## src/logic/lac_pkg.sv

```systemverilog
// Constants shared by the lead angle controller
package lac_pkg;

  localparam int unsigned CLK_HZ  = 40_000_000;
  localparam int unsigned BAND_HZ = 100;
  localparam int unsigned HYST_HZ = 50;
  localparam int          NBAND   = 21;
  localparam int          SECT_SH = 5;

  localparam logic [4:0] TOP_BAND  = 5'h14;
  localparam logic [4:0] HALF_STEP = 5'h10;
  localparam logic [4:0] ROW_MAX   = 5'h07;
  localparam logic [4:0] FRAC_MAX  = 5'h1F;
  localparam logic [4:0] FB_MAX    = 5'h1F;

  localparam logic [1:0] MODE_EXT  = 2'h0;
  localparam logic [1:0] MODE_FREQ = 2'h1;
  localparam logic [1:0] MODE_PF   = 2'h2;

  localparam logic [7:0] TURN_UNITS = 8'hC0;
  localparam logic [7:0] HALF_TURN  = 8'h60;
  localparam logic signed [9:0] TURN_S  = 10'sh0C0;
  localparam logic signed [6:0] OFS_LIM = 7'sh0F;
  localparam logic signed [6:0] OFS_MIN = 7'sh71;

  localparam int          ADDR_W     = 4;
  localparam logic [3:0]  REG_CTRL   = 4'h0;
  localparam logic [3:0]  REG_STAT   = 4'h4;
  localparam logic [3:0]  REG_ANGLE  = 4'h8;
  localparam logic [3:0]  REG_PERIOD = 4'hC;
  localparam int          CTRL_EN    = 0;
  localparam logic        CTRL_RST   = 1'b1;
  localparam logic [1:0]  AXI_OKAY   = 2'h0;
  localparam logic [1:0]  AXI_SLVERR = 2'h2;

  // Lead in 1.875 degree units, row = setting step, column = band
  localparam logic [4:0] FREQ_LUT [8][NBAND] = '{
    '{5'h00, 5'h01, 5'h02, 5'h03, 5'h04, 5'h05, 5'h06,
      5'h07, 5'h08, 5'h09, 5'h0A, 5'h0B, 5'h0C, 5'h0D,
      5'h0E, 5'h0F, 5'h10, 5'h11, 5'h12, 5'h13, 5'h14},
    '{5'h00, 5'h02, 5'h04, 5'h06, 5'h08, 5'h0A, 5'h0C,
      5'h0E, 5'h10, 5'h12, 5'h14, 5'h16, 5'h18, 5'h1A,
      5'h1C, 5'h1E, 5'h1E, 5'h1E, 5'h1E, 5'h1E, 5'h1E},
    '{5'h00, 5'h02, 5'h03, 5'h05, 5'h07, 5'h09, 5'h0A,
      5'h0C, 5'h0E, 5'h10, 5'h11, 5'h13, 5'h15, 5'h17,
      5'h18, 5'h1A, 5'h1C, 5'h1E, 5'h1F, 5'h1F, 5'h1F},
    '{5'h00, 5'h01, 5'h03, 5'h04, 5'h06, 5'h07, 5'h09,
      5'h0A, 5'h0C, 5'h0D, 5'h0F, 5'h10, 5'h12, 5'h13,
      5'h15, 5'h16, 5'h18, 5'h19, 5'h1B, 5'h1C, 5'h1E},
    '{5'h00, 5'h01, 5'h02, 5'h03, 5'h05, 5'h06, 5'h07,
      5'h08, 5'h0A, 5'h0B, 5'h0C, 5'h0D, 5'h0F, 5'h10,
      5'h11, 5'h12, 5'h14, 5'h15, 5'h16, 5'h17, 5'h19},
    '{5'h00, 5'h01, 5'h01, 5'h02, 5'h03, 5'h04, 5'h04,
      5'h05, 5'h06, 5'h07, 5'h07, 5'h08, 5'h09, 5'h0A,
      5'h0A, 5'h0B, 5'h0C, 5'h0D, 5'h0D, 5'h0E, 5'h0F},
    '{5'h00, 5'h01, 5'h01, 5'h02, 5'h02, 5'h03, 5'h03,
      5'h04, 5'h04, 5'h05, 5'h05, 5'h06, 5'h06, 5'h07,
      5'h07, 5'h08, 5'h08, 5'h09, 5'h09, 5'h0A, 5'h0A},
    '{5'h00, 5'h01, 5'h01, 5'h01, 5'h01, 5'h02, 5'h02,
      5'h02, 5'h02, 5'h03, 5'h03, 5'h03, 5'h03, 5'h04,
      5'h04, 5'h04, 5'h04, 5'h05, 5'h05, 5'h05, 5'h05}
  };

endpackage : lac_pkg

```

## src/logic/lac_lead_angle.sv

```systemverilog
// Lead angle selection and commutation phase advance
`timescale 1ns/10ps
`default_nettype none
module lac_lead_angle
  import lac_pkg::*;
#(
  parameter int LA_W  = 8,
  parameter int PER_W = 20
) (
  input  wire logic              aclk,
  input  wire logic              aresetn,
  input  wire logic [ADDR_W-1:0] awaddr,
  input  wire logic              awvalid,
  output logic                   awready,
  input  wire logic [31:0]       wdata,
  input  wire logic [3:0]        wstrb,
  input  wire logic              wvalid,
  output logic                   wready,
  output logic [1:0]             bresp,
  output logic                   bvalid,
  input  wire logic              bready,
  input  wire logic [ADDR_W-1:0] araddr,
  input  wire logic              arvalid,
  output logic                   arready,
  output logic [31:0]            rdata,
  output logic [1:0]             rresp,
  output logic                   rvalid,
  input  wire logic              rready,
  input  wire logic [1:0]        lead_mode_select,
  input  wire logic [LA_W-1:0]   angle_setting_input,
  input  wire logic              rotation_direction,
  input  wire logic              hall_u,
  input  wire logic              hall_v,
  input  wire logic              hall_w,
  input  wire logic              current_sign,
  output logic [7:0]             commut_phase,
  output logic [6:0]             lead_angle
);

  localparam int NPIN = LA_W + 7;

  logic [NPIN-1:0]   pin_raw;
  logic [NPIN-1:0]   pin_q;
  logic [LA_W-1:0]   la_code;
  logic [1:0]        mode_s;
  logic              dir_s;
  logic [2:0]        hall_s;
  logic              cur_s;
  logic [4:0]        step;
  logic [2:0]        sector_r;
  logic [2:0]        sector_nxt;
  logic              hall_ok;
  logic              sec_chg;
  logic [PER_W-1:0]  sec_cnt_r;
  logic [PER_W-1:0]  sec_per_r;
  logic [PER_W-1:0]  tick_cnt_r;
  logic [4:0]        frac_r;
  logic [7:0]        pos;
  logic [7:0]        lag;
  logic              hu_r;
  logic              per_ok_r;
  logic [PER_W-1:0]  per_cnt_r;
  logic [PER_W-1:0]  per_r;
  logic              meas_stb_r;
  logic [NBAND-1:1]  up_hit;
  logic [NBAND-1:1]  dn_hit;
  logic [4:0]        up_cnt;
  logic [4:0]        dn_cnt;
  logic [4:0]        band_r;
  logic              cur_q_r;
  logic [4:0]        fb_r;
  logic signed [6:0] ofs_fwd;
  logic signed [6:0] ofs;
  logic [2:0]        row;
  logic signed [6:0] lead_nxt;
  logic signed [6:0] lead_r;
  logic signed [6:0] adv;
  logic signed [9:0] psum;
  logic [7:0]        phase_r;
  logic              adv_en_r;
  logic              wr_go;
  logic              rd_go;
  logic              bvalid_r;
  logic              rvalid_r;
  logic [1:0]        bresp_r;
  logic [1:0]        rresp_r;
  logic [31:0]       rdata_r;
  logic [31:0]       rd_word;
  logic              rd_hit;

  function automatic logic [4:0] lac_ones(input logic [NBAND-1:1] v);
    logic [4:0] n;
    n = 5'h00;
    for (int i = 1; i < NBAND; i++) begin
      n = n + 5'(v[i]);
    end
    return n;
  endfunction : lac_ones

  assign pin_raw = {angle_setting_input, lead_mode_select,
                    rotation_direction, hall_u, hall_v, hall_w,
                    current_sign};

  // A level counts only once stages two and three agree
  for (genvar gi = 0; gi < NPIN; gi++) begin : g_sync
    logic [2:0] sh_r;
    logic       filt_r;
    always_ff @(posedge aclk) begin
      if (!aresetn) begin
        sh_r   <= 3'h0;
        filt_r <= 1'b0;
      end else begin
        sh_r <= {sh_r[1:0], pin_raw[gi]};
        if (sh_r[1] == sh_r[2]) begin
          filt_r <= sh_r[2];
        end
      end
    end
    assign pin_q[gi] = filt_r;
  end

  assign la_code = pin_q[NPIN-1 -: LA_W];
  assign mode_s  = pin_q[6:5];
  assign dir_s   = pin_q[4];
  assign hall_s  = pin_q[3:1];
  assign cur_s   = pin_q[0];

  assign step = la_code[LA_W-1 -: 5];

  // sectors numbered in forward U,V,W order
  always_comb begin
    hall_ok    = 1'b1;
    sector_nxt = sector_r;
    unique case (hall_s)
      3'h5:    sector_nxt = 3'h0;
      3'h4:    sector_nxt = 3'h1;
      3'h6:    sector_nxt = 3'h2;
      3'h2:    sector_nxt = 3'h3;
      3'h3:    sector_nxt = 3'h4;
      3'h1:    sector_nxt = 3'h5;
      default: hall_ok    = 1'b0;
    endcase
  end
  assign sec_chg = hall_ok && (sector_nxt != sector_r);

  // Interpolate 32 sub-steps per sector from the last sector time
  always_ff @(posedge aclk) begin
    if (!aresetn) begin
      sector_r   <= 3'h0;
      sec_cnt_r  <= '0;
      sec_per_r  <= '1;
      tick_cnt_r <= '0;
      frac_r     <= 5'h00;
    end else if (sec_chg) begin
      sector_r   <= sector_nxt;
      sec_per_r  <= sec_cnt_r;
      sec_cnt_r  <= '0;
      tick_cnt_r <= '0;
      frac_r     <= 5'h00;
    end else begin
      if (sec_cnt_r != '1) begin
        sec_cnt_r <= sec_cnt_r + 1'b1;
      end
      if (tick_cnt_r >= (sec_per_r >> SECT_SH)) begin
        tick_cnt_r <= '0;
        // Hold at sector end so a slowing rotor never overshoots
        if (frac_r != FRAC_MAX) begin
          frac_r <= frac_r + 5'h01;
        end
      end else begin
        tick_cnt_r <= tick_cnt_r + 1'b1;
      end
    end
  end

  // reverse rotation walks each sector downward
  assign pos = {sector_r, dir_s ? ~frac_r : frac_r};

  // Electrical period from hall U rising edges
  always_ff @(posedge aclk) begin
    if (!aresetn) begin
      hu_r       <= 1'b0;
      per_ok_r   <= 1'b0;
      per_cnt_r  <= '0;
      per_r      <= '1;
      meas_stb_r <= 1'b0;
    end else begin
      hu_r       <= hall_s[2];
      meas_stb_r <= 1'b0;
      if (hall_s[2] && !hu_r) begin
        per_cnt_r  <= PER_W'(1);
        per_ok_r   <= 1'b1;
        // First rise only arms: the filter leaves reset low, no true period
        if (per_ok_r) begin
          per_r      <= per_cnt_r;
          meas_stb_r <= 1'b1;
        end
      end else if (per_cnt_r != '1) begin
        per_cnt_r <= per_cnt_r + 1'b1;
      end else if (per_r != '1) begin
        // Stalled rotor reads as lowest band
        per_r      <= '1;
        meas_stb_r <= 1'b1;
      end
    end
  end

  // one rise and one fall threshold per band above band 0
  for (genvar gk = 1; gk < NBAND; gk++) begin : g_band
    localparam int unsigned TUP = CLK_HZ / (BAND_HZ * gk);
    localparam int unsigned TDN = CLK_HZ / (BAND_HZ * gk - HYST_HZ);
    assign up_hit[gk] = per_r <= PER_W'(TUP);
    assign dn_hit[gk] = per_r <= PER_W'(TDN);
  end
  assign up_cnt = lac_ones(up_hit);
  assign dn_cnt = lac_ones(dn_hit);

  // rise on threshold, fall 50 Hz lower
  always_ff @(posedge aclk) begin
    if (!aresetn) begin
      band_r <= 5'h00;
    end else if (meas_stb_r) begin
      if (up_cnt > band_r) begin
        band_r <= up_cnt;
      end else if (dn_cnt < band_r) begin
        band_r <= dn_cnt;
      end
    end
  end

  assign lag = (dir_s && pos != 8'h00) ? 8'(TURN_UNITS - pos) : pos;

  // current edge position steers advance toward zero lag
  always_ff @(posedge aclk) begin
    if (!aresetn) begin
      cur_q_r <= 1'b0;
      fb_r    <= 5'h00;
    end else begin
      cur_q_r <= cur_s;
      if (cur_s && !cur_q_r && mode_s == MODE_PF) begin
        if (lag != 8'h00 && lag < HALF_TURN && fb_r != FB_MAX) begin
          fb_r <= fb_r + 5'h01;
        end else if (lag > HALF_TURN && fb_r != 5'h00) begin
          fb_r <= fb_r - 5'h01;
        end
      end
    end
  end

  assign ofs_fwd = (step < HALF_STEP) ? 7'(step)
                                      : -7'(step - HALF_STEP);
  assign ofs = dir_s ? -ofs_fwd : ofs_fwd;

  // Steps above 7 use the shallowest row 7
  assign row = (step > ROW_MAX) ? 3'h7 : step[2:0];

  // mode select; undefined level falls back to external
  always_comb begin
    unique case (mode_s)
      MODE_PF:   lead_nxt = 7'(fb_r) + ofs;
      MODE_FREQ: lead_nxt = 7'(FREQ_LUT[row][band_r]);
      // external angle, full scale saturates at step 31
      default:   lead_nxt = 7'(step);
    endcase
    if (!adv_en_r) begin
      lead_nxt = 7'sh00;
    end
  end

  always_ff @(posedge aclk) begin
    if (!aresetn) begin
      lead_r <= 7'sh00;
    end else begin
      lead_r <= lead_nxt;
    end
  end

  // advance in direction of motion, wrapped to one turn
  assign adv  = dir_s ? -lead_r : lead_r;
  assign psum = $signed(10'(pos)) + 10'(adv);

  always_ff @(posedge aclk) begin
    if (!aresetn) begin
      phase_r <= 8'h00;
    end else if (psum[9]) begin
      phase_r <= 8'(psum + TURN_S);
    end else if (psum >= TURN_S) begin
      phase_r <= 8'(psum - TURN_S);
    end else begin
      phase_r <= 8'(psum);
    end
  end

  assign commut_phase = phase_r;
  assign lead_angle   = lead_r;

  // Register slave: address and data taken together
  assign wr_go   = awvalid & wvalid & ~bvalid_r;
  assign awready = wr_go;
  assign wready  = wr_go;
  assign bvalid  = bvalid_r;
  assign bresp   = bresp_r;
  assign rd_go   = arvalid & ~rvalid_r;
  assign arready = rd_go;
  assign rvalid  = rvalid_r;
  assign rresp   = rresp_r;
  assign rdata   = rdata_r;

  always_ff @(posedge aclk) begin
    if (!aresetn) begin
      adv_en_r <= CTRL_RST;
      bvalid_r <= 1'b0;
      bresp_r  <= AXI_OKAY;
    end else if (wr_go) begin
      bvalid_r <= 1'b1;
      bresp_r  <= (awaddr == REG_CTRL) ? AXI_OKAY : AXI_SLVERR;
      if (awaddr == REG_CTRL && wstrb[0]) begin
        adv_en_r <= wdata[CTRL_EN];
      end
    end else if (bready) begin
      bvalid_r <= 1'b0;
    end
  end

  always_comb begin
    rd_hit  = 1'b1;
    rd_word = 32'h0000_0000;
    case (araddr)
      REG_CTRL:   rd_word = 32'(adv_en_r);
      REG_STAT:   rd_word = 32'({sector_r, fb_r, band_r, step,
                                 dir_s, mode_s});
      REG_ANGLE:  rd_word = 32'({phase_r, 1'b0, lead_r});
      REG_PERIOD: rd_word = 32'(per_r);
      default:    rd_hit  = 1'b0;
    endcase
  end

  always_ff @(posedge aclk) begin
    if (!aresetn) begin
      rvalid_r <= 1'b0;
      rresp_r  <= AXI_OKAY;
      rdata_r  <= 32'h0000_0000;
    end else if (rd_go) begin
      rvalid_r <= 1'b1;
      rresp_r  <= rd_hit ? AXI_OKAY : AXI_SLVERR;
      rdata_r  <= rd_word;
    end else if (rready) begin
      rvalid_r <= 1'b0;
    end
  end
endmodule : lac_lead_angle
`default_nettype wire

```

## config.mk

```make
export PLATFORM = sky130hd
export DESIGN_NAME = lac_lead_angle
export DESIGN_NICKNAME = d
export VERILOG_FILES = /design/src/logic/lac_pkg.sv /design/src/logic/lac_lead_angle.sv
export SDC_FILE = /design/constraint.sdc
export NUM_CORES = 1
export LEC_CHECK = 0
export ABC_CLOCK_PERIOD_IN_PS = 17400
export BUFFER_PORTS_ARGS = -buffer_cell sky130_fd_sc_hd__buf_2
export CORE_UTILIZATION = 52
export DETAILED_ROUTE_END_ITERATION = 10
export PLACE_DENSITY_LB_ADDON = 0.1
export SYNTH_ARGS = -nofsm -noshare
export SYNTH_HDL_FRONTEND = slang
export SYNTH_SLANG_ARGS = --single-unit
```

## constraint.sdc

```tcl
create_clock -name aclk -period 17.4 [get_ports aclk]
set_input_delay 3.48 -clock aclk [delete_from_list [all_inputs] [get_ports aclk]]
set_output_delay 3.48 -clock aclk [all_outputs]
set_load 0.03 [all_outputs]
```

* Yosys cells after proc, flatten, opt, wreduce, memory -nomap -nowiden *
Memories as Yosys holds them, arrays and structs flattened.
Cells that the tools add are included.

operators by class
  reductions and logical operators = 33
  add/subtract/negate cells = 53
  order comparisons = 50
  equality and inequality tests = 31
  bitwise gates (word level) = 9
  mux-type cells = 38

operators with widths
  cell                     count
  $le A20 B15 Y1 const B   16
  $le A20 B16 Y1 const B   12
  $mux W105                2
  $add A5 B1 Y5            30
  $le A20 B17 Y1 const B   6
  $pmux W21 S4             1
  $mux W20                 4
  $add A20 B1 Y20 const B  3
  $le A20 B18 Y1 const B   3
  $ne A20 B20 Y1 const B   3
  $le A20 B19 Y1 const B   2
  $mux W5                  7
  $bmux W5 S5              1
  $mux W8                  3
  $mux W7                  3
  $neg A7 Y7               3
  $ge A20 B15 Y1           1
  $le A20 B20 Y1 const B   1
  $pmux W3 S6              1
  $reduce_bool A8 Y1       2
  $pmux W7 S2              1
  $eq A1 B1 Y1             12
  $mux W1                  12
  $reduce_bool A2 Y1       6
  48 further kinds         79

storage, ports and cells
  flip-flop bits (word level) = 224
  output and inout port bits = 56
  memories kept = 1
  ROM bits = 840
  word-level logic and storage cells = 261

memory list
  memory           depth  bits a word  read ports  clocked after Yosys merged registers in  wr ports  RTL line               RTL
  (no name shown)  8      105          1           0                                        0         lac_lead_angle.sv:261  MODE_FREQ: lead_nxt = 7'(FREQ_LUT[row][band_r]);

* Depth between registers and ports, before layout *
  depth after elaboration = 23
  mapped depth = 29

* Worst setup path after synthesis *
OpenSTA, ideal clock, no wires.

  path type = input -> output
  from = input awvalid
  to = output wready
  arrival = 4.294 ns
  data required time = 13.920 ns
  path buffers = 1
  slack = 9.626 ns
  cell stages on the path = 3
  path through = nand2_1 -> nor2_1 -> buf_4

on the way
  cells in the longest elaborated chain, start to end = 2

ends and longest elaborated chain
  what                        RTL line               RTL
  start: declaration          lac_lead_angle.sv:13   input wire logic awvalid,
  $and A1 B1 Y1 (2 in a row)  lac_lead_angle.sv:298  assign wr_go = awvalid & wvalid & ~bvalid_r;
  end: declaration            lac_lead_angle.sv:18   output logic wready,

Every way passes these cells.

* Worst setup path in the final report *
  from = register per_r[13]
  to = register band_r[2]

on the way
  cells in the longest elaborated chain, start to end = 23
  elaborated cells on any way between the ends = 84
  classes of those cells = add/sub (38); order compare (42); mux (2); reduce/logical (2)

ends and longest elaborated chain
  what                                          RTL line                                      RTL
  start: declaration                            lac_lead_angle.sv:63                          logic [PER_W-1:0] per_r;
  start signal: assignment                      lac_lead_angle.sv:195                         per_r <= per_cnt_r;
  $le A20 B19 Y1 (tied with other cells)        lac_lead_angle.sv:212                         assign up_hit[gk] = per_r <= PER_W'(TUP);
  $add A1 B1 Y2                                 lac_lead_angle.sv:95                          n = n + 5'(v[i]);
  $add A2 B1 Y3                                 lac_lead_angle.sv:95
  $add A3 B1 Y4                                 lac_lead_angle.sv:95
  $add A4 B1 Y5                                 lac_lead_angle.sv:95
  $add A5 B1 Y5 (15 in a row)                   lac_lead_angle.sv:95
  $gt A5 B5 Y1 or $lt A5 B5 Y1 (tied branches)  lac_lead_angle.sv:223, lac_lead_angle.sv:225
  $reduce_bool A2 Y1 (no line)                  -
  $reduce_and A2 Y1 (no line)                   -
  end signal: assignment                        lac_lead_angle.sv:224                         band_r <= up_cnt;
  end signal: assignment                        lac_lead_angle.sv:226                         band_r <= dn_cnt;
  end: declaration                              lac_lead_angle.sv:69                          logic [4:0] band_r;

Parallel ways exist; a longest one is shown, timed or not. The select of a mux whose other input is x is not followed.
A chain may end at the register's enable or synchronous reset.

==> impl_metrics.yaml <==
floorplanning:
  die_w_um: 165
  io_pins: 122
  dieArea_mm2: 0.0273
  core-area_mm2: 0.0261
  rows: 59
  start_util: 0.531
  die_height_um: 165
grt:
  gr-total-overflow: 0
  grtUsageTotal: 0.313
  antenna_found_initial: 0
  grt_max_degree: 54
  grt_pass1_wl_mm: 66.6
  grt_pass1_vias: 12180
yosys:
  synth.avg_cell_area_um2: 7.63
  synth_area_leaders: "dfxtp_1 30%, ha_1 6.6%, nor2_1 5.6%"
  ys_types: 80
  synth_area_mm2: 0.0138
  ys_ff_latch: 206
  synth_most_common_cell: "nor2_1"
  synth_top_area_frac: 0.298
  yosys-top-cells-count: "207 x nor2_1, 206 x dfxtp_1, 193 x nand2_1"
  netlist_instances: 1813
  synthArstFlopShare: 0
  ys.flop_type: "dfxtp_1"
  yosysWarnings: 0
  yosysSeqAreaShare: 0.298
  synth_edf_count: 0
  yosysTopAreaCell: "dfxtp_1"
power:
  peakVddDrop_mv: 0.105
  p_leak_nw: 6.31
  power.density_mw_per_mm2: 66.9
route:
  first_pass_iters: 9
  avgViaCountPerCell: 6.05
  routed_wl_mm: 42.5
  avgRoutedWirePerCell_um: 19.5
  vias: 13180
  antenna_left: 0
  drc: 0
  drt-initial-drc-count: 1149
setup_path:
  required_ps: 17860
  critPathMaxFanout: 19
  crit_type: "reg2reg"
  rr_worst_depth: 25
  cp-end-kind: "flip-flop"
  start_kind: "flip-flop"
  cp.arrival_ps: 8610
cells_and_area:
  drive_gt1_frac: 0.0890
  diodes: 0
  nNetsFinal: 1997
  multi_input_area_mm2: 0.00886
  area_growth_pct: 9.08
  seq_area_mm2: 0.00412
  fill_cells: 2471
placement:
  pre_cts_slack_ps: 9370
  hpwl_mm: 31.2
  portBuffers: 71
  place.gp.congestion: 0.965
timing:
  clock.fmax_mhz: 123
  setup_tns_ps: 0
  timing.hold.ws_ps: 425
  setup_viol: 0
  drv_slew: 0
  relSlewSlack: 0.209
  min_period_over_period: 0.469
  finalClockSkew_ps: 24.9
  fin_crit_ps: 8160
  rsz0062_at_grt: "false"
  hold_viol_final: 0
  worstMarginPinSlew_ps: 1190
  setup_slack_ps: 9240
clocking:
  cts.repair.resized: 0
  htree_num_levels: 1
  cts_hold_buf: 0
  cts_buffers: 22
  worstSkewPairLatency_ps: 510
  clock-sinks: 206
  post-cts-setup-buffers: 0
  cts_root_buf: "clkbuf_16"
  cts_max_path_buffers: 3
  cts_tree: "yes"
  clkTransAtPathRegs_ps: 60
run:
  maxCapViolations: 0
min_path:
  hold_depth: 1
  holdCritPathClass: "reg2reg"
run_status:
  status: "finished, final reports clean"
==> per-layer routing <==
layer / wire length, um / vias to the layer above / share of wire / GRT usage
li1: - / 6354 / - / -
met1: 18600 / 6212 / 0.44 / 0.420
met2: 19300 / 513 / 0.45 / 0.505
met3: 2910 / 101 / 0.068 / 0.0367
met4: 1670 / 0 / 0.039 / 0.134
met5: 0 / - / 0 / 0
==> flip-flops by register name, summed over array words and instances, names as in the netlist, 8 cells and up <==
register       flops
sec_cnt_r         20
per_cnt_r         20
rdata             21
tick_cnt_r        20
per_r             20
g_sync.sh_r       36
commut_phase       8
g_sync.filt_r     10
sec_per_r         15
==> cell families after synthesis <==
group	Yosys count	share of synthesized area
simple gates	750	0.264
compound gates	422	0.192
buf+inv	229	0.0667
flops	206	0.298
fa+ha+maj	104	0.111
xor+xnor	77	0.0488
mux	24	0.0185
other cells	1	0.000271
==> through the flow <==
stage	std cells	utilization	instance area [um2]	total power, mW
after global placement	2138	0.551	14400	0.545
after detailed placement	2138	0.551	14400	0.547
after floorplan	1829	-	13900	0.534
after CTS	2177	0.579	15100	1.02
final	2177	0.579	15100	1.01
after global routing	2177	0.579	15100	1.04
==> cells in the final DEF (no fill, tap or decap), drive strengths merged, types with 6 or more instances in the layout <==
master,synthesis,layout
o21bai,6,6
a21o,14,14
nor4,20,20
ha,73,73
or2,14,14
nor2b,14,14
o211ai,19,19
clkbuf,94,34
fa,31,31
nand4,25,25
xor2,39,39
buf,31,99
nand2b,31,31
dfxtp,206,206
conb,1,17
xnor2,38,38
nand3,67,67
o21a,11,11
a31oi,29,29
o31ai,9,9
inv,103,104
a22oi,8,8
nand3b,8,8
o21ai,105,105
nor3,51,51
nor2,209,209
mux2i,20,20
a211oi,16,16
and3,20,20
a222oi,14,14
or3,17,17
nand2,194,194
and2,48,48
a21oi,134,134
and4,11,11
==> path summary, 6_finish.rpt <==
kind,from,end,slack [ps]
max,per_r[13]$_SDFFE_PN1P_,band_r[2]$_SDFFE_PN0P_,9240
min,g_sync[12].sh_r[0]$_SDFF_PN0_,g_sync[12].sh_r[1]$_SDFF_PN0_,430
max reg2reg,per_r[13]$_SDFFE_PN1P_,band_r[2]$_SDFFE_PN0P_,9240
min reg2reg,g_sync[12].sh_r[0]$_SDFF_PN0_,g_sync[12].sh_r[1]$_SDFF_PN0_,430
==> worst max-delay path: stages (launching register included) <==
cell	delay, ps
dfxtp_1	920
nand2_1	460
nor2_1	650
nor2_1	240
o21ai_0	120
o21ai_0	130
fa_1	500
inv_1	50
fa_1	490
inv_1	70
fa_1	460
fa_1	550
inv_1	70
fa_1	540
inv_1	40
ha_1	220
fa_1	410
a21oi_1	170
o21bai_1	110
ha_1	310
mux2i_1	130
a21oi_1	540
a21oi_1	110
nor2b_1	460
mux2i_1	240
and2_1	140
==> power breakdown <==
group          leakage [nW]  switching [mW]  internal (mW)  total (mW)
Sequential             1.67         0.00605          0.480       0.486
Combinational          4.28          0.0347         0.0163      0.0509
Clock                 0.360           0.185          0.288       0.473
==> final cells by class <==
class | instances | area share
flip-flops and latches | 206 | 0.273
well taps | 335 | 0.0278
clock buffers | 34 | 0.0435
repair buffers | 99 | 0.0375
clock inverters | 5 | 0.00498
multi-input cells | 1394 | 0.587
inverters | 104 | 0.0259
Power figures use the tool's default switching activity.
